### src/design/liu_alert_pkg.sv
// Shared constants and types for the host port, alert output and reset pin logic.
package liu_alert_pkg;

  // Register addresses on the eight-bit host address bus.
  localparam logic [7:0] CMD_ADDR   = 8'h00;
  localparam logic [7:0] IEN_ADDR   = 8'h01;
  localparam logic [7:0] ISR_ADDR   = 8'h02;

  // Values after reset, and the value read from an unmapped address.
  localparam logic [7:0] CMD_RESET  = 8'h00;
  localparam logic [7:0] IEN_RESET  = 8'h00;
  localparam logic [7:0] ISR_RESET  = 8'h00;
  localparam logic [7:0] UNMAPPED_RD = 8'h00;

  // One host bus sample: active-low strobes, address and write data.
  typedef struct packed {
    logic       cs_n;
    logic       rd_n;
    logic       wr_n;
    logic [7:0] addr;
    logic [7:0] wdata;
  } host_req_t;

  typedef enum logic {
    PORT_IDLE,
    PORT_DONE
  } port_state_t;

endpackage

### src/design/liu_host_alert_and_reset.sv
// Host parallel port with interrupt status, mask, alert output and reset pin handling.
`timescale 1ns/10ps
`default_nettype none
// Function
// - The data lines carry host write data in and register read data out; writes here use host_bus_in.wdata, and data_in is unused.
// - The alert output idles high and is driven low when an interrupt condition is pending.
// - Only interrupt conditions enabled by software may pull the alert low.
// - Reading the interrupt status clears the flags that the read returned.
// - After a clear the alert goes high only if no other enabled flag is pending.
// - The alert is a held level and stays low until the interrupt is serviced.
// - Pulsing the reset pin low returns every command register to its default.
// - An undriven reset pin reads as high through an internal pull-up.
// - The host data path is eight bits wide and bidirectional, with an eight-bit address.
// - An active-low ready output tells the host that a read or write has completed.

module liu_host_alert_and_reset #(
  parameter int NUM_SRC = 8
) (
  input  wire logic                       clock_in,
  input  wire logic                       sys_rst_in,
  input  wire liu_alert_pkg::host_req_t   host_bus_in,
  input  wire logic [7:0]                 data_in,
  output var  logic [7:0]                 data_out,
  output var  logic                       data_oe_out,
  output var  logic                       rdy_n_out,
  output var  logic                       alert_n_out,
  output var  logic                       alert_oe_out,
  input  wire logic                       reset_n_pin_in,
  input  wire logic                       reset_pin_oe_in,
  input  wire logic [NUM_SRC-1:0]         event_in,
  output var  logic [7:0]                 cmd_out
);

  ////////////////////////////////////////////////////////////////////////////////

  if (NUM_SRC < 1 || NUM_SRC > 8) begin : g_bad_width
    $error("NUM_SRC must lie between 1 and 8");
  end

  liu_alert_pkg::port_state_t state;
  liu_alert_pkg::port_state_t next_state;
  logic [7:0]                 cmd;
  logic [NUM_SRC-1:0]         ien;
  logic [NUM_SRC-1:0]         isr;
  logic [NUM_SRC-1:0]         next_isr;
  logic [NUM_SRC-1:0]         clear_mask;
  logic [7:0]                 rd_value;
  logic [7:0]                 isr_wide;
  logic [7:0]                 ien_wide;
  wire                        ext_rst_req;
  wire                        strobe;
  wire                        take;
  wire                        do_read;
  wire                        do_write;
  wire                        release_bus;
  wire                        pending;

  ////////////////////////////////////////////////////////////////////////////////

  // A floating pin is seen as high, so only an actively driven low requests a reset.
  assign ext_rst_req = reset_pin_oe_in & ~reset_n_pin_in;

  assign strobe      = ~host_bus_in.rd_n | ~host_bus_in.wr_n;
  assign take        = (state == liu_alert_pkg::PORT_IDLE) & ~host_bus_in.cs_n & strobe;
  // Read wins when both strobes are low, so a confused host never corrupts a register.
  assign do_read     = take & ~host_bus_in.rd_n;
  assign do_write    = take & host_bus_in.rd_n & ~host_bus_in.wr_n;
  assign release_bus = host_bus_in.cs_n | ~strobe;

  assign isr_wide    = 8'(isr);
  assign ien_wide    = 8'(ien);
  assign rd_value    = (host_bus_in.addr == liu_alert_pkg::CMD_ADDR) ? cmd :
                       (host_bus_in.addr == liu_alert_pkg::IEN_ADDR) ? ien_wide :
                       (host_bus_in.addr == liu_alert_pkg::ISR_ADDR) ? isr_wide :
                       liu_alert_pkg::UNMAPPED_RD;

  // Only the flags the host actually saw are cleared; a new event in the same cycle survives.
  assign clear_mask  = (do_read && host_bus_in.addr == liu_alert_pkg::ISR_ADDR) ? isr : '0;
  assign next_isr    = (isr & ~clear_mask) | event_in;
  // Flags latch even when masked; the enable only gates the alert, so masked sources can still be polled.
  assign pending     = |(isr & ien);

  always_comb begin
    next_state = state;
    unique case (state)
      liu_alert_pkg::PORT_IDLE: begin
        if (take) begin
          next_state = liu_alert_pkg::PORT_DONE;
        end
      end
      liu_alert_pkg::PORT_DONE: begin
        if (release_bus) begin
          next_state = liu_alert_pkg::PORT_IDLE;
        end
      end
    endcase
  end

  ////////////////////////////////////////////////////////////////////////////////

  // The port returns to idle only after a release, so one held strobe is one transfer.
  always_ff @(posedge clock_in or posedge sys_rst_in) begin
    if (sys_rst_in) begin
      state <= liu_alert_pkg::PORT_IDLE;
    end else begin
      state <= next_state;
    end
  end

  // The reset pin acts synchronously so a glitch-free internal clock sees it like any input.
  always_ff @(posedge clock_in or posedge sys_rst_in) begin
    if (sys_rst_in) begin
      cmd <= liu_alert_pkg::CMD_RESET;
      ien <= NUM_SRC'(liu_alert_pkg::IEN_RESET);
      isr <= NUM_SRC'(liu_alert_pkg::ISR_RESET);
    end else if (ext_rst_req) begin
      cmd <= liu_alert_pkg::CMD_RESET;
      ien <= NUM_SRC'(liu_alert_pkg::IEN_RESET);
      isr <= NUM_SRC'(liu_alert_pkg::ISR_RESET);
    end else begin
      isr <= next_isr;
      if (do_write && host_bus_in.addr == liu_alert_pkg::CMD_ADDR) begin
        cmd <= host_bus_in.wdata;
      end
      if (do_write && host_bus_in.addr == liu_alert_pkg::IEN_ADDR) begin
        ien <= host_bus_in.wdata[NUM_SRC-1:0];
      end
    end
  end

  // Ready and the data drive stand until the host lets go, so a slow host cannot miss the answer.
  always_ff @(posedge clock_in or posedge sys_rst_in) begin
    if (sys_rst_in) begin
      rdy_n_out   <= 1'b1;
      data_oe_out <= 1'b0;
      data_out    <= 8'h00;
    end else begin
      if (take) begin
        rdy_n_out <= 1'b0;
      end else if (release_bus) begin
        rdy_n_out <= 1'b1;
      end
      if (do_read) begin
        data_oe_out <= 1'b1;
        data_out    <= rd_value;
      end else if (release_bus) begin
        data_oe_out <= 1'b0;
      end
    end
  end

  // Open-drain style: the pin is pulled low while enabled, otherwise left to the pull-up.
  always_ff @(posedge clock_in or posedge sys_rst_in) begin
    if (sys_rst_in) begin
      alert_n_out  <= 1'b1;
      alert_oe_out <= 1'b0;
    end else begin
      alert_n_out  <= ~pending;
      alert_oe_out <= pending;
    end
  end

  assign cmd_out = cmd;
endmodule
`default_nettype wire

### config.mk
export PLATFORM = sky130hd
export DESIGN_NAME = liu_host_alert_and_reset
export DESIGN_NICKNAME = d
export VERILOG_FILES = /design/src/design/liu_alert_pkg.sv /design/src/design/liu_host_alert_and_reset.sv
export SDC_FILE = /design/constraint.sdc
export NUM_CORES = 1
export LEC_CHECK = 0
export BUFFER_PORTS_ARGS = -buffer_cell sky130_fd_sc_hd__clkbuf_2
export CAP_MARGIN = 25
export CORE_MARGIN = 1
export CORE_UTILIZATION = 40
export DETAILED_ROUTE_END_ITERATION = 10
export GPL_ROUTABILITY_DRIVEN = 0
export PLACE_DENSITY = 0.76
export REMOVE_ABC_BUFFERS = 1
export SYNTH_ARGS = -nofsm -noshare
export SYNTH_HDL_FRONTEND = slang
export SYNTH_SLANG_ARGS = --single-unit
### constraint.sdc
create_clock -name clock_in -period 2.19 [get_ports clock_in]
set_input_delay 0.3285 -clock clock_in [delete_from_list [all_inputs] [get_ports clock_in]]
set_output_delay 0.3285 -clock clock_in [all_outputs]
set_load 0.01 [all_outputs]
==> results_dict.tcl <==
set metrics [dict create \
    hold_violations 0 \
    yosys-top-cells-area "dfrtp_1 (49%), nand2_1 (5.9%), mux2i_1 (4.5%), o21ai_0 (4.2%), o221ai_1 (3.9%)" \
    rsz0062_at_grt "false" \
    root_buffer "clkbuf_8" \
    drive_gt1_frac 0.294 \
    io_buffers 50 \
    synthDominantCellAreaShare 0.488 \
    synth_cell_type_count 27 \
    clockBufferDepth 2 \
    grt_pass1_vias 1468 \
    worstSkewPairLatency_ns 0.28 \
    drc 0 \
    grt_max_degree 38 \
    drtIter0Drc 150 \
    dp_slack_ns 0.271 \
    avgRoutedWirePerCell_um 15.3 \
    min_path_type "in2async" \
    syn_inst 180 \
    yosysWarnings 0 \
    final_nets 269 \
    cts_hold_buffers 0 \
    syn_area_mm2 0.00179 \
    cts_resized 0 \
    synth-edff-count 0 \
    critPathCaptureType "flip-flop" \
    vias 1587 \
    routed_wl_mm 4.29 \
    worst_pin_slew_ns 0.534 \
    grt_usage 0.204 \
    finalCritPeriodShare 0.826 \
    seq_area_frac_synth 0.518 \
    setup_viol 0 \
    worst_setup_path_start_kind "flip-flop" \
    post_cts_buffers 0 \
    area_growth_pct 21.6 \
    ant_nets 0 \
    cts_sinks 37 \
    fmax_mhz 553 \
    cts_tree "done" \
    synth_top_area_cell "dfrtp_1" \
    n_antenna_cell 0 \
    dieHeight_um 69.0 \
    die_area_mm2 0.00475 \
    max_slew_margin 0.643 \
    peakVddDrop_uv 330 \
    cp.required_ns 2.34 \
    synth_flop_cell "dfrtp_1" \
    dp_hpwl_mm 3.00 \
    grt_pass1_wl_mm 6.88 \
    period_needed_ns 1.81 \
    finalSetupTns_ns 0 \
    status "finished clean" \
    drtPass1Iterations 4 \
    ioPinCount 59 \
    cts_made_buffers 5 \
    drv_cap 0 \
    p_leak_nw 0.996 \
    async_flop_share 1.00 \
    p_per_area_mw_per_mm2 599 \
    slew_viol_final 0 \
    path_class "reg2reg" \
    antenna_found_initial 0 \
    synth-seq-cells 37 \
    row_count 23 \
    skew_ns 0.00158 \
    cp.arrival_ns 1.96 \
    dieWidth_um 69.0 \
    clk_pin_slew_worst_paths_ns 0.07 \
    cp_max_fo 16 \
    synth.avg_cell_area_um2 9.96 \
    gr-total-overflow 0 \
    start_util 0.433 \
    avgViaCountPerCell 5.65 \
    core_mm2 0.00414 \
    htree_levels 2 \
    fin_ws_ns 0.381 \
]
layer usage:
metal	track usage	vias up	part of all wire	wire length [um]
met5	0	-	0	0
met4	0.0944	0	0.020	85
met3	0.0592	8	0.062	264
met2	0.297	63	0.46	1970
met1	0.277	749	0.46	1970
li1	-	767	-	-
final timing paths:
check                              end  cells after the start  slack [ns]             from
min reg2reg                  rdy_n_out                      2        0.47        rdy_n_out
max in group asynchronous  alert_n_out                      3        1.73       sys_rst_in
min in group clock_in            state                      2        0.25  host_bus_in[18]
max                         cmd_out[1]                      4        0.38            state
max reg2reg                 cmd_out[1]                      4        0.38            state
min                        data_oe_out                      3        0.12       sys_rst_in
power breakdown:
group          total [W]  leakage [nW]  internal, W  switching (W)
combinational   0.000139         0.471    0.0000539      0.0000846
sequential      0.000718         0.485     0.000703      0.0000150
clock           0.000449        0.0395     0.000226       0.000223
total            0.00131         0.996     0.000983       0.000323
logic make-up after synthesis:
family | share of synthesized area
AOI/OAI and AO/OA | 0.204
buffers and inverters | 0.0426
DFF | 0.518
muxes | 0.0447
and+or+nand+nor | 0.191
placed cells by master, fill, tap and decap left out, types with 2 or more instances in the layout:
cell type  instances
a21oi_1            9
a22oi_1            4
clkbuf_1           3
o311ai_0           8
dfstp_2            2
inv_1              3
nor3_1             8
o221ai_1           8
o41ai_1            8
nand2_1           28
or3_1              2
clkbuf_8           5
nor2b_1            8
clkbuf_2          50
dfrtp_1           35
nand2b_1          11
buf_4              8
o21ai_0           15
mux2i_1            8
synth_stat cells (2+ instances only):
cell / instances
inv_1: 3
or3_1: 2
o41ai_1: 8
buf_1: 2
o21ai_0: 15
nand2b_1: 11
nand2_1: 28
o221ai_1: 8
clkbuf_1: 11
mux2i_1: 8
dfstp_2: 2
dfrtp_1: 35
a21oi_1: 9
o311ai_0: 8
nor3_1: 8
a22oi_1: 4
nor2b_1: 8
flip-flops by register name (all words and copies together), names as in the netlist:
signal / count
alert_n_out: 1
alert_oe_out: 1
cmd_out: 8
data_oe_out: 1
data_out: 8
ien: 8
isr: 8
rdy_n_out: 1
state: 1
worst max-delay path, cell delays in order (launching register included):
cell	delay (ns)
dfrtp_1	0.38
or4b_1	0.57
buf_4	0.24
o311ai_0	0.33
o41ai_1	0.14
final cells by class:
type | count | area [um2]
clock buffers | 8 | 80.1
fillers | 402 | 1960
inverters | 3 | 11.3
multi-input cells | 125 | 788
flip-flops and latches | 37 | 928
well taps | 50 | 62.6
repair buffers | 58 | 310
stage by stage:
step | instances | cell area, um2 | hold WS, ns | util | power [W]
finish | 281 | 2180 | 0.119 | 0.526 | 0.00131
global route | 281 | 2180 | 0.162 | 0.526 | 0.00138
CTS | 281 | 2180 | 0.136 | 0.526 | 0.00132
detailed placement | 273 | 2100 | 0.440 | 0.507 | 0.000869
global placement | 273 | 2100 | 0.441 | 0.507 | 0.000866
floorplan | 165 | 1730 | 0.415 | - | 0.000797
(Power assumes the default switching activity.)
